==> config.mk <==
export PLATFORM = sky130hd
export DESIGN_NAME = prs_supervisor
export DESIGN_NICKNAME = d
export VERILOG_FILES = /design/src/logic/prs_pkg.sv /design/src/logic/prs_supervisor.sv /design/src/logic/prs_debounce.sv
export VERILOG_INCLUDE_DIRS = /design/src /design/src/logic
export SDC_FILE = /design/constraint.sdc
export NUM_CORES = 1
export LEC_CHECK = 0
export ABC_AREA = 1
export BUFFER_PORTS_ARGS = -buffer_cell sky130_fd_sc_hd__buf_2
export CAP_MARGIN = 20
export CORE_AREA = 5 5 129 131
export CTS_CLUSTER_DIAMETER = 200
export DETAILED_ROUTE_END_ITERATION = 8
export DIE_AREA = 0 0 134 136
export PLACE_DENSITY = 0.47
export SLEW_MARGIN = 10
export SYNTH_ARGS = -nofsm -noshare
export SYNTH_HDL_FRONTEND = slang
export SYNTH_HIERARCHICAL = 1
export SYNTH_SLANG_ARGS = --single-unit
==> constraint.sdc <==
create_clock -name clock -period 2.3 [get_ports clock]
set_input_delay 0.46 -clock clock [delete_from_list [all_inputs] [get_ports clock]]
set_output_delay 0.46 -clock clock [all_outputs]
set_load 0.1 [all_outputs]
==> src/logic/prs_cfg.svh <==
`ifndef PRS_CFG_SVH
`define PRS_CFG_SVH

// ----------------------------------------
// Timebase
// ----------------------------------------
`define PRS_CLK_MHZ             10
`define PRS_TICK_US             100
`define PRS_TICK_CYC            (`PRS_CLK_MHZ * `PRS_TICK_US)
`define PRS_TICK_W              10

// ----------------------------------------
// Reset hold and pushbutton timing
// ----------------------------------------
`define PRS_HOLD_MS             250
`define PRS_HOLD_TICKS          (`PRS_HOLD_MS * 1000 / `PRS_TICK_US)
`define PRS_HOLD_W              12
`define PRS_PRESS_TO_RESET_DELAY_MS 20
`define PRS_PB_DEBOUNCE_MS      10
`define PRS_PB_TICKS            (`PRS_PB_DEBOUNCE_MS * 1000 / `PRS_TICK_US)

// ----------------------------------------
// Power-fail glitch filter
// ----------------------------------------
`define PRS_PF_GLITCH_NS        2000
`define PRS_PF_CYC              ((`PRS_PF_GLITCH_NS * `PRS_CLK_MHZ + 999) / 1000)
`define PRS_DB_W                8

// ----------------------------------------
// Watchdog timeouts
// ----------------------------------------
`define PRS_WD_GND_MS           150
`define PRS_WD_FLOAT_MS         600
`define PRS_WD_VCC_MS           1200
`define PRS_WD_GND_TICKS        (`PRS_WD_GND_MS * 1000 / `PRS_TICK_US)
`define PRS_WD_FLOAT_TICKS      (`PRS_WD_FLOAT_MS * 1000 / `PRS_TICK_US)
`define PRS_WD_VCC_TICKS        (`PRS_WD_VCC_MS * 1000 / `PRS_TICK_US)
`define PRS_WD_W                14
`define PRS_TSEL_GND            2'h0
`define PRS_TSEL_FLOAT          2'h1
`define PRS_TSEL_VCC            2'h2

// ----------------------------------------
// Synchroniser reset: buttons and strobe idle high
// ----------------------------------------
`define PRS_SYNC_W              6
`define PRS_SYNC_RST            6'h18

`endif

==> src/logic/prs_pkg.sv <==
`default_nettype none

package prs_pkg;

    typedef enum logic {
        prs_st_hold,
        prs_st_run
    } prs_state_e;

    typedef struct packed {
        logic       power_fail;
        logic       pushbutton_reset_n;
        logic       watchdog_strobe_n;
        logic       tolerance_select;
        logic [1:0] timeout_select;
    } prs_pins_s;

endpackage

`default_nettype wire

==> src/logic/prs_supervisor.sv <==
`timescale 1ns/1ps
`default_nettype none
`include "prs_cfg.svh"

module prs_supervisor #(
    parameter int TICK_CYC       = `PRS_TICK_CYC,
    parameter int HOLD_TICKS     = `PRS_HOLD_TICKS,
    parameter int PB_TICKS       = `PRS_PB_TICKS,
    parameter int WD_GND_TICKS   = `PRS_WD_GND_TICKS,
    parameter int WD_FLOAT_TICKS = `PRS_WD_FLOAT_TICKS,
    parameter int WD_VCC_TICKS   = `PRS_WD_VCC_TICKS
) (
    input  wire logic       clock,
    input  wire logic       resetn,
    input  wire logic       power_fail,
    input  wire logic       tolerance_select,
    input  wire logic [1:0] timeout_select,
    input  wire logic       pushbutton_reset_n,
    input  wire logic       watchdog_strobe_n,
    output var  logic       reset_out_q,
    output var  logic       reset_out_n_q,
    output var  logic       comparator_tol_q
);

    // ----------------------------------------
    // Timeout decode
    // ----------------------------------------
    // Nominal figures sit well above each minimum
    function automatic logic [`PRS_WD_W-1:0] wd_limit(input logic [1:0] tsel);
        case (tsel)
            `PRS_TSEL_GND:   wd_limit = `PRS_WD_W'(WD_GND_TICKS);
            `PRS_TSEL_FLOAT: wd_limit = `PRS_WD_W'(WD_FLOAT_TICKS);
            default:         wd_limit = `PRS_WD_W'(WD_VCC_TICKS);
        endcase
    endfunction

    // ----------------------------------------
    // Input synchronisers
    // ----------------------------------------
    prs_pkg::prs_pins_s pins_raw;
    logic [`PRS_SYNC_W-1:0] sync1_q;
    logic [`PRS_SYNC_W-1:0] sync2_q;
    prs_pkg::prs_pins_s pins;

    assign pins_raw.power_fail         = power_fail;
    assign pins_raw.pushbutton_reset_n = pushbutton_reset_n;
    assign pins_raw.watchdog_strobe_n  = watchdog_strobe_n;
    assign pins_raw.tolerance_select   = tolerance_select;
    assign pins_raw.timeout_select     = timeout_select;

    // Idle levels at reset, so no false strobe edge follows reset
    localparam logic [`PRS_SYNC_W-1:0] SYNC_RST = `PRS_SYNC_RST;

    genvar gi;
    generate
        for (gi = 0; gi < `PRS_SYNC_W; gi++) begin : g_sync
            always_ff @(posedge clock) begin
                if (!resetn) begin
                    sync1_q[gi] <= SYNC_RST[gi];
                    sync2_q[gi] <= SYNC_RST[gi];
                end else begin
                    sync1_q[gi] <= pins_raw[gi];
                    sync2_q[gi] <= sync1_q[gi];
                end
            end
        end
    endgenerate

    assign pins = sync2_q;

    // ----------------------------------------
    // Free-running timebase
    // ----------------------------------------
    logic [`PRS_TICK_W-1:0] tick_cnt_q;
    logic [`PRS_TICK_W-1:0] tick_cnt_d;
    logic                   tick_q;
    logic                   tick_d;

    always_comb begin
        tick_d     = 1'b0;
        tick_cnt_d = tick_cnt_q + `PRS_TICK_W'(1);
        if (tick_cnt_q == `PRS_TICK_W'(TICK_CYC - 1)) begin
            tick_cnt_d = '0;
            tick_d     = 1'b1;
        end
    end

    always_ff @(posedge clock) begin
        if (!resetn) begin
            tick_cnt_q <= '0;
            tick_q     <= 1'b0;
        end else begin
            tick_cnt_q <= tick_cnt_d;
            tick_q     <= tick_d;
        end
    end

    // ----------------------------------------
    // Source filters
    // ----------------------------------------
    logic pf_level;
    logic pb_level;
    logic pf_f;
    logic pb_f;

    // Counted in clocks, not ticks: 2 us is far below one tick
    prs_debounce #(
        .STABLE_CNT (`PRS_PF_CYC),
        .RST_LEVEL  (1'b0)
    ) u_pf_filter (
        .clock   (clock),
        .resetn  (resetn),
        .step    (1'b1),
        .raw     (pins.power_fail),
        .level_q (pf_level)
    );

    // Half the 20 ms press budget, leaving room for tick phase
    prs_debounce #(
        .STABLE_CNT (PB_TICKS),
        .RST_LEVEL  (1'b1)
    ) u_pb_filter (
        .clock   (clock),
        .resetn  (resetn),
        .step    (tick_q),
        .raw     (pins.pushbutton_reset_n),
        .level_q (pb_level)
    );

    assign pf_f = pf_level;
    assign pb_f = !pb_level;

    // ----------------------------------------
    // Strobe edge detect
    // ----------------------------------------
    logic strobe_prev_q;
    logic strobe_fall;

    always_ff @(posedge clock) begin
        if (!resetn) begin
            strobe_prev_q <= 1'b1;
        end else begin
            strobe_prev_q <= pins.watchdog_strobe_n;
        end
    end

    assign strobe_fall = strobe_prev_q && !pins.watchdog_strobe_n;

    // ----------------------------------------
    // Reset sequencer and watchdog
    // ----------------------------------------
    prs_pkg::prs_state_e    state_q;
    prs_pkg::prs_state_e    state_d;
    logic [`PRS_HOLD_W-1:0] hold_q;
    logic [`PRS_HOLD_W-1:0] hold_d;
    logic [`PRS_WD_W-1:0]   wd_q;
    logic [`PRS_WD_W-1:0]   wd_d;
    logic [`PRS_WD_W-1:0]   wd_lim;
    logic                   reset_d;
    logic                   src_active;

    assign wd_lim     = wd_limit(pins.timeout_select);
    assign src_active = pf_f || pb_f;

    always_comb begin
        state_d = state_q;
        hold_d  = hold_q;
        wd_d    = wd_q;
        case (state_q)
            prs_pkg::prs_st_hold: begin
                wd_d = '0;
                if (src_active) begin
                    hold_d = '0;
                end else if (tick_q) begin
                    // First tick may be partial, so one extra keeps the minimum
                    if (hold_q == `PRS_HOLD_W'(HOLD_TICKS)) begin
                        state_d = prs_pkg::prs_st_run;
                        hold_d  = '0;
                    end else begin
                        hold_d = hold_q + `PRS_HOLD_W'(1);
                    end
                end
            end
            prs_pkg::prs_st_run: begin
                // No path out of here except into reset
                if (src_active) begin
                    state_d = prs_pkg::prs_st_hold;
                    wd_d    = '0;
                end else if (strobe_fall) begin
                    wd_d = '0;
                end else if (tick_q) begin
                    if (wd_q >= wd_lim - `PRS_WD_W'(1)) begin
                        state_d = prs_pkg::prs_st_hold;
                        wd_d    = '0;
                    end else begin
                        wd_d = wd_q + `PRS_WD_W'(1);
                    end
                end
            end
            default: begin
                state_d = prs_pkg::prs_st_hold;
                hold_d  = '0;
                wd_d    = '0;
            end
        endcase
    end

    assign reset_d = (state_d != prs_pkg::prs_st_run);

    always_ff @(posedge clock) begin
        if (!resetn) begin
            state_q          <= prs_pkg::prs_st_hold;
            hold_q           <= '0;
            wd_q             <= '0;
            reset_out_q      <= 1'b1;
            reset_out_n_q    <= 1'b0;
            comparator_tol_q <= 1'b0;
        end else begin
            state_q          <= state_d;
            hold_q           <= hold_d;
            wd_q             <= wd_d;
            reset_out_q      <= reset_d;
            reset_out_n_q    <= !reset_d;
            comparator_tol_q <= pins.tolerance_select;
        end
    end
endmodule // prs_supervisor

`default_nettype wire

==> src/logic/prs_debounce.sv <==
`timescale 1ns/1ps
`default_nettype none
`include "prs_cfg.svh"

module prs_debounce #(
    parameter int   STABLE_CNT = 1,
    parameter logic RST_LEVEL  = 1'b0
) (
    input  wire logic clock,
    input  wire logic resetn,
    input  wire logic step,
    input  wire logic raw,
    output var  logic level_q
);

    logic [`PRS_DB_W-1:0] cnt_q;
    logic [`PRS_DB_W-1:0] cnt_d;
    logic                 level_d;

    // ----------------------------------------
    // Level accepted only after a full stable run
    // ----------------------------------------
    always_comb begin
        cnt_d   = cnt_q;
        level_d = level_q;
        if (raw == level_q) begin
            cnt_d = '0;
        end else if (step) begin
            if (cnt_q == `PRS_DB_W'(STABLE_CNT - 1)) begin
                level_d = raw;
                cnt_d   = '0;
            end else begin
                cnt_d = cnt_q + `PRS_DB_W'(1);
            end
        end
    end

    always_ff @(posedge clock) begin
        if (!resetn) begin
            cnt_q   <= '0;
            level_q <= RST_LEVEL;
        end else begin
            cnt_q   <= cnt_d;
            level_q <= level_d;
        end
    end

endmodule // prs_debounce

`default_nettype wire

# Word-level counts from Yosys, hierarchy flattened
# Cells that the tools add are included.
# totals
regBits	71
latchBits	0
ram_bits	0
romBits	0
in_bits	8
mem_count	0
# op_classes
addsub	6
multipliers	0
div_mod_pow	0
magnitude_cmp	1
n_eq_ne	8
shift	0
mux	19
bitwise	5
reduce_logical	12
# ops
cell	count
$mux W14	4
$pmux W14 S2	2
$mux W12	3
$add A8 B1 Y8 const B	2
$add A14 B1 Y14 const B	1
$ge A14 B14 Y1	1
$sub A14 B1 Y14 const B	1
$add A12 B1 Y12 const B	1
$eq A12 B12 Y1 const B	1
$add A10 B1 Y10 const B	1
$eq A10 B10 Y1 const B	1
$eq A8 B5 Y1 const B	1
$eq A8 B7 Y1 const B	1
$mux W1	8
$mux W8	1
$not A1 Y1	5
$ne A4 B3 Y1 const B	1
$reduce_and A2 Y1	2
$reduce_or A2 Y1	2
$reduce_and A3 Y1	1
$reduce_or A3 Y1	1
$eq A1 B1 Y1	2
$eq A2 B1 Y1 const B	1
$logic_not A1 Y1	2
5 further kinds	5

# Depth between registers and ports, before layout
# Gate-level depths: netlist of run 1.
# logic_depth
word_depth	10
mapped_depth	15
ltp_nobuf	15

# Hierarchy
# Netlist of run 1, hierarchy kept.
# modules_own_cells
mod	instances	cells_per_inst	area_per_inst_um2	seq_area_each_um2
prs_supervisor	1	401	2825.2	1061.0
prs_debounce (u_pf_filter)	1	77	493.0	180.2
prs_debounce (u_pb_filter)	1	64	461.7	180.2

# Least setup slack after synthesis of run 1
# Ideal clock, no wire load.
# synth_path
path_kind	flip-flop to flip-flop
start	reg state_q
end	reg wd_q[7]
setup_time_ns	0.116
arrival_ns	1.752
setup_slack_ns	0.431
stages_incl_launch_ff	7
path_buffers	0
synth_period_minus_slack_ns	1.869
path_cell_list	dfxtp_1 > nand2_4 > nor2_8 > nand2_4 > nand2_1 > xor2_1 > nor2_2
# synth_between
elab_chain_cells	2
elab_cells_between_ends	3
classes_between	eq/ne: 1; mux: 1; bitwise: 1
# synth_lines
element	line_no	text
start: declaration	prs_supervisor.sv:152	prs_pkg::prs_state_e state_q;
start signal: assignment	prs_supervisor.sv:212	state_q <= prs_pkg::prs_st_hold;
start signal: assignment	prs_supervisor.sv:219	state_q <= state_d;
$not A1 Y1 (no line)	-	
$pmux W14 S2	prs_supervisor.sv:169	case (state_q)
end signal: assignment	prs_supervisor.sv:221	wd_q <= wd_d;
end: declaration	prs_supervisor.sv:156	logic [`PRS_WD_W-1:0] wd_q;
# Several ways; a longest one is shown, not always the timed one.
# A chain may end at the register's enable or synchronous reset.

# Worst setup path after layout of run 1
# layout_path
start	reg sync2_q[1] (netlist: pins[1])
end	reg wd_q[8]
# layout_between
elab_chain_cells	9
elab_cells_between_ends	10
classes_between	add/sub: 1; order compare: 1; eq/ne: 1; mux: 6; reduce/logical: 1
# layout_lines
element	line_no	text
start: declaration	prs_supervisor.sv:42	logic [`PRS_SYNC_W-1:0] sync2_q;
start signal: indexed assignment	prs_supervisor.sv:60	sync2_q[gi] <= SYNC_RST[gi];
start signal: indexed assignment	prs_supervisor.sv:63	sync2_q[gi] <= sync1_q[gi];
$eq A2 B1 Y1 / $logic_not A2 Y1 (equally long branches)	prs_supervisor.sv:30	case (tsel)
$pmux W14 S2 (*)	prs_supervisor.sv:30	
$sub A14 B1 Y14 (*)	prs_supervisor.sv:192	if (wd_q >= wd_lim - `PRS_WD_W'(1)) begin
$ge A14 B14 Y1 (*)	prs_supervisor.sv:192	
$mux W14 (*)	prs_supervisor.sv:192	
$mux W14 (*)	prs_supervisor.sv:191	end else if (tick_q) begin
$mux W14 (*)	prs_supervisor.sv:189	end else if (strobe_fall) begin
$mux W14 (*)	prs_supervisor.sv:186	if (src_active) begin
$pmux W14 S2 (*)	prs_supervisor.sv:169	
# Mark *: on every way between the ends. The rest lies on a longest branch, timed or not. The select of a mux whose other input is x is not followed.

==> impl_metrics.json, run 1 <==
{
  "postRouteAntennaNets": 0,
  "hold_depth": 3,
  "die_y_um": 136,
  "vias_per_cell": 4.183,
  "avgSynthCellArea_um2": 6.974,
  "setup_viol": 0,
  "dp_hpwl_um": 5769,
  "r2r-end": "wd_q[8]$_SDFFE_PN0P_",
  "core-area_um2": 15480,
  "finalSetupTns_ns": 0,
  "fin_crit_ns": 1.955,
  "boundaryPins": 11,
  "final_design_area_no_fill_um2": 4357,
  "first_pass_iters": 4,
  "max_freq_ghz": 0.5114,
  "cts-hold-fix-buffers": 0,
  "end_kind": "flop",
  "port_buffers": 10,
  "gp_congestion": 0.7927,
  "vias": 3175,
  "endpoint": "wd_q[8]$_SDFFE_PN0P_",
  "worstPathCellList": "inv_1, nand2_1, inv_1, ha_1, nand2_1, nor2_1, nor2_1, nand2_1, inv_1, nor2_4, nor2_4, nand2_2, nand2_2, nand2_4, nor2_2",
  "status": "finished clean",
  "drt_iter0_markers": 171,
  "grt_pass1_wl_um": 13510,
  "yosysMostFrequentCell": "nand2_1",
  "finClkSkew_ns": 0.004586,
  "clk_latency_ns": 0.32,
  "grt_pass1_vias": 3005,
  "synth_top_area_share": 0.3760,
  "wl_per_cell_um": 9.978,
  "p_leak_nw": 1.818,
  "grt_use_total": 0.09115,
  "cts_buffer_depth": 2,
  "nFillCells": 1681,
  "crit_start": "pins[1]$_SDFF_PN0_",
  "dieWidth_um": 134,
  "r2r_start": "pins[1]$_SDFF_PN0_",
  "maxSlewHeadroom": 0.6197,
  "ys_types": 37,
  "fin_crit_sh": 0.8502,
  "cts_tree": "built",
  "antenna_found_initial": 0,
  "crit_slowest_cell": "dfxtp_1",
  "root_buffer": "clkbuf_16",
  "critical_path_required_ns": 2.56,
  "critPathBufInv": 3,
  "dominantRegCellSynth": "dfxtp_1",
  "cts_max_level": 3,
  "crit_path_start_kind": "flop",
  "crit_path_max_incr_delay_ns": 0.41,
  "route.detailed.drc": 0,
  "synthCells": 542,
  "drt-total-wl_um": 7573,
  "synth_top_area_cell": "dfxtp_1",
  "grt_remaining_overflow": 0,
  "cts_made_buffers": 9,
  "cp_max_fo": 8,
  "drive_above_1_share": 0.1429,
  "regArea_um2": 1421,
  "post_cts_resized": 0,
  "die_area_um2": 18220,
  "crit_family": "simple AND/OR/NAND/NOR gates",
  "placed_area_um2": 4076,
  "fp-row-count": 46,
  "yosysWarnings": 6,
  "area.growth.synth_to_final_pct": 15.26,
  "synthTopCellsByCount": "nand2_1 (140), dfxtp_1 (71), inv_1 (70), nor2_1 (68), nand3_1 (30)",
  "antenna_cells": 0,
  "synth_area_um2": 3780,
  "post-route-util": 0.2814,
  "clk_pin_slew_worst_paths_ns": 0.05,
  "min_path_type": "in2reg",
  "ys_seq_area_frac": 0.3760,
  "async_flop_share": 0,
  "start_util": 0.2441,
  "rsz0062_at_grt": "no",
  "arrival_ns": 2.22,
  "nNetsFinal": 587,
  "path_depth": 15,
  "post_cts_buffers": 0,
  "synth_edf_count": 0,
  "drv_slew": 0,
  "r2r_setup_slack_ns": 0.34,
  "cap_violations": 0,
  "worstSetupPathType": "reg2reg",
  "cts_sinks": 71,
  "grt_max_degree": 21,
  "synth_seq_cells": 71,
  "powerDensity_nw_per_um2": 611.0,
  "finalHoldViolCount": 0,
  "worst-r2r-cell-count": 15,
  "worst_pin_slew_ns": 0.5670,
  "ir_drop_uv": 306.2,
  "ys_top_cells_by_area": "dfxtp_1 (38%), nand2_1 (14%), inv_1 (7.0%)",
  "multi_input_area_um2": 2054
}
-- registers in the layout, summed over array words and instances (netlist names) --
signal               cells
comparator_tol_q         1
hold_q                  12
pins                     6
reset_out_q              1
state_q                  1
strobe_prev_q            1
sync1_q                  6
tick_cnt_q              10
tick_q                   1
u_pb_filter/cnt_q        8
u_pb_filter/level_q      1
u_pf_filter/cnt_q        8
u_pf_filter/level_q      1
wd_q                    14
-- cells by family (layout without fill, tap and decap cells) --
kind of cell	Yosys count	after routing	share of synthesized area
and+or+nand+nor	317	317	0.4005
buffers and inverters	83	105	0.08342
DFF	71	71	0.3760
AOI/OAI and AO/OA	43	43	0.06223
adders and majority gates	15	15	0.04965
xor gates and xnor gates	9	9	0.02086
other	2	5	0.001987
muxes	2	2	0.005296
-- worst min-delay path by stage --
stage | from | end | slack [ns]
after floorplan | pins[2]$_SDFF_PN0_ | comparator_tol_q$_SDFF_PN0_ | 0.39
after global placement | sync1_q[2]$_SDFF_PN0_ | pins[2]$_SDFF_PN0_ | 0.40
after detailed placement | sync1_q[3]$_SDFF_PN1_ | pins[3]$_SDFF_PN1_ | 0.40
after CTS | power_fail | sync1_q[5]$_SDFF_PN0_ | 0.30
after global routing | timeout_select[1] | sync1_q[1]$_SDFF_PN0_ | 0.30
final | power_fail | sync1_q[5]$_SDFF_PN0_ | 0.31
-- metrics by stage --
stage | std cells | setup WS (ns) | hold WS, ns | power [mW]
floorplan | 545 | 0.4313 | 0.3905 | 1.329
global placement | 745 | 0.4200 | 0.4019 | 1.350
detailed placement | 745 | 0.3472 | 0.3972 | 1.352
CTS | 759 | 0.3301 | 0.2998 | 2.727
global route | 759 | 0.1003 | 0.3016 | 2.796
finish | 759 | 0.3446 | 0.3142 | 2.662
-- where the power goes --
part / switching, mW / internal (mW) / leakage [nW] / total [mW]
Sequential: 0.00938 / 1.25 / 0.575 / 1.26
Clock: 0.480 / 0.858 / 0.136 / 1.34
Combinational: 0.0449 / 0.0231 / 1.11 / 0.0680
-- final cells by class --
class                           count  share of cell area
Multi-Input combinational cell    391              0.4716
Sequential cell                    71              0.3262
Inverter                           80             0.06950
Clock buffer                       13             0.05744
Tap cell                          192             0.05514
Timing Repair Buffer               11             0.01321
Clock inverter                      1            0.006893
-- per-layer routing --
layer | vias up | routed length [um] | track usage
li1 | 1726 | - | -
met1 | 1413 | 3747 | 0.1113
met2 | 27 | 3495 | 0.1530
met3 | 9 | 235 | 0.02591
met4 | 0 | 95 | 0.03371
met5 | - | 0 | 0
-- worst min-delay path, cell delays in order --
cell and delay [ns]:
buf_2 0.07, nand2_1 0.04, inv_1 0.04
-- layout by cell type (no fill, tap or decap), drive strengths merged --
| master | instances |
|---|---|
| nor3b | 1 |
| xnor2 | 3 |
| or2 | 5 |
| clkbuf | 13 |
| nor3 | 19 |
| mux2i | 2 |
| and3 | 1 |
| nor4 | 1 |
| clkinv | 2 |
| nand2b | 1 |
| nor2 | 93 |
| nand2 | 155 |
| buf | 11 |
| nand4 | 8 |
| dfxtp | 71 |
| a21oi | 25 |
| conb | 5 |
| bufinv | 1 |
| a31oi | 1 |
| xor2 | 6 |
| o21ai | 14 |
| inv | 78 |
| ha | 15 |
| nand3b | 3 |
| o21bai | 3 |
| nand3 | 30 |
(Power assumes the default switching activity.)
==> inputs of run 2 (changes only) <==
Settings changed: CORE_AREA 5 5 129 131 to 5 5 125 127, DIE_AREA 0 0 134 136 to 0 0 130 132, SYNTH_HIERARCHICAL 1 to not set.
==> impl_metrics.json, run 2 <==
{
  "crit_path_frequent_cell": "nand2_1",
  "cts-hold-fix-buffers": 0,
  "cts_made_buffers": 9,
  "drv_slew": 0,
  "net-switching-power_mw": 0.5650,
  "fin_crit_sh": 0.8332,
  "drive_above_1_share": 0.1077,
  "regMostFlops": "wd_q",
  "synth_nets": 523,
  "post_cts_buffers": 0,
  "synthTopCellsByCount": "nand2_1 (113), dfxtp_1 (71), nor2_1 (70), inv_1 (66), a21oi_1 (31)",
  "antenna_cells": 0,
  "min_path_type": "in2reg",
  "clk_pin_slew_worst_paths_ns": 0.06,
  "finalSetupTns_ns": 0,
  "first_pass_iters": 4,
  "route.detailed.drc": 0,
  "area.growth.synth_to_final_pct": 16.06,
  "start_util": 0.2466,
  "port_buffers": 10,
  "ys_types": 39,
  "clockPowerShare": 0.523,
  "finClkSkew_ns": 0.005723,
  "busiest_layer": "met2",
  "worst_pin_slew_ns": 0.6722,
  "vias": 3037,
  "grt_pass1_vias": 2941,
  "grt_max_degree": 21,
  "critPathBufInv": 1,
  "crit_slowest_cell": "dfxtp_1",
  "grt_use_total": 0.09266,
  "arrival_ns": 2.13,
  "setup_viol": 0,
  "grtUsageMet3": 0.02553,
  "grt_remaining_overflow": 0,
  "cts_tree": "built",
  "wl_per_cell_um": 10.45,
  "antenna_found_initial": 0,
  "largest_reg_flops": 14,
  "clk_latency_ns": 0.33,
  "p_seq_frac": 0.454,
  "async_flop_share": 0,
  "cts_max_level": 3,
  "ys_seq_area_frac": 0.4027,
  "crit_family": "simple AND/OR/NAND/NOR gates",
  "cts_sinks": 71,
  "worstPathCellList": "inv_1, ha_1, nand2_1, nor2_1, nand2_1, nor2_1, nand2_1, nand2_1, nand2_1, nand3_2, nor2_1",
  "synth_seq_cells": 71,
  "cap_violations": 0,
  "worstSetupPathType": "reg2reg",
  "use_met2": 0.1562,
  "rsz0062_at_grt": "no",
  "grt_util_met1": 0.1113,
  "holdWs_ns": 0.3113,
  "dominantRegCellSynth": "dfxtp_1",
  "drt-total-wl_um": 7358,
  "finalWorstSetupSlack_ns": 0.3837,
  "final_common_cell": "nand2_1",
  "final_cell_mix": "nand2_1 (113), dfxtp_1 (71), nor2_1 (70), inv_1 (66), a21oi_1 (31)",
  "synth_top_area_share": 0.4027,
  "combPwrFrac": 0.022,
  "end_kind": "flop",
  "fin_crit_ns": 1.916,
  "cp_max_fo": 7,
  "p_leak_nw": 1.687,
  "maxSlewHeadroom": 0.5513,
  "synthCells": 500,
  "root_buffer": "clkbuf_16",
  "ir_drop_uv": 274.4,
  "critical_path_required_ns": 2.52,
  "swShare": 0.2046,
  "dp_hpwl_um": 5467,
  "yosysMostFrequentCell": "nand2_1",
  "drt_iter0_markers": 113,
  "finalHoldViolCount": 0,
  "gp_congestion": 0.8498,
  "powerDensity_nw_per_um2": 674.1,
  "fp-row-count": 44,
  "die_y_um": 132,
  "yosysWarnings": 0,
  "dieWidth_um": 130,
  "boundaryPins": 11,
  "postRouteAntennaNets": 0,
  "crit_path_start_kind": "flop",
  "grt_pass1_wl_um": 13110,
  "crit_path_max_incr_delay_ns": 0.41,
  "synth_top_area_cell": "dfxtp_1",
  "ys_top_cells_by_area": "dfxtp_1 (40%), nand2_1 (12%), nor2_1 (7.4%)",
  "post_cts_resized": 0,
  "die_area_um2": 17160,
  "synth_area_um2": 3530,
  "nNetsFinal": 538,
  "p_int_mw": 2.196,
  "synth_edf_count": 0,
  "status": "finished clean",
  "dp_slack_ns": 0.3931,
  "largestRegisters": "wd_q (14), hold_q (12), tick_cnt_q (10)",
  "cts_buffer_depth": 2,
  "core-area_um2": 14310,
  "max_freq_ghz": 0.5218,
  "post-route-util": 0.2862,
  "vias_per_cell": 4.314,
  "avgSynthCellArea_um2": 7.059
}
-- run 2: changes by cell type after synthesis, sizes merged, moves of 3 or more --
cell and delta:
nor3b +3, o21ai +5, nor2 -20, nand2 -34, and3 +3, inv -8, a21oi +9, o21a +3
xnor2 -3, nand3 -3
-- run 2: worst paths after layout --
kind	startpoint	end	slack [ns]	depth (start not counted)
min	timeout_select[0]	sync1_q[0]$_SDFF_PN0_	0.31	3
max	pins[1]$_SDFF_PN0_	wd_q[5]$_SDFFE_PN0P_	0.38	11
max reg2reg	pins[1]$_SDFF_PN0_	wd_q[5]$_SDFFE_PN0P_	0.38	11
min reg2reg	sync1_q[4]$_SDFF_PN1_	pins[4]$_SDFF_PN1_	0.41	1
-- run 2: layout make-up --
| cell class | count | area (um^2) |
|---|---|---|
| fill | 1583 | 10220 |
| multi-input combinational | 351 | 1798 |
| sequential | 71 | 1421 |
| inverter | 71 | 271.5 |
| clock buffer | 12 | 266.5 |
| tap | 184 | 230.2 |
| timing repair buffer | 11 | 57.56 |
| clock inverter | 4 | 51.30 |
-- run 2: layer usage --
metal | vias up | routed length, um
met5 | - | 0
met4 | 0 | 118
met3 | 13 | 197
met2 | 30 | 3507
met1 | 1375 | 3535
li1 | 1619 | -
-- run 2: power by group through the flow --
stage          sequential [mW]  combinational (mW)  clock [mW]
2_1_floorplan             1.28              0.0415           0
3_3_place_gp              1.28              0.0616           0
5_1_grt                   1.26              0.0724        1.56
4_1_cts                   1.25              0.0643        1.50
3_5_place_dp              1.28              0.0640           0
6_report                  1.25              0.0620        1.44
-- run 2: stage by stage --
step	total power, mW	instances	cell area (um^2)
floorplan	1.324	500	3530
detailed placement	1.345	688	3779
global placement	1.342	688	3779
CTS	2.822	704	4096
finish	2.761	704	4096
global route	2.890	704	4096
-- run 2: cell families (layout without fill, tap and decap cells) --
group / count (synthesis) / count (layout) / share of synthesized area
fa+ha+maj: 15 / 15 / 0.05317
simple gates: 269 / 269 / 0.3456
other cells: 1 / 1 / 0.001062
xor+xnor: 6 / 6 / 0.01489
buf+inv: 78 / 98 / 0.08791
flops: 71 / 71 / 0.4027
compound gates: 60 / 60 / 0.09465
-- run 2: worst reg2reg max path, cell delays in order, from the launching register on --
cell,delay [ns]
dfxtp_1,0.41
inv_1,0.12
ha_1,0.31
nand2_1,0.07
nor2_1,0.23
nand2_1,0.11
nor2_1,0.09
nand2_1,0.05
nand2_1,0.13
nand2_1,0.08
nand3_2,0.15
nor2_1,0.06
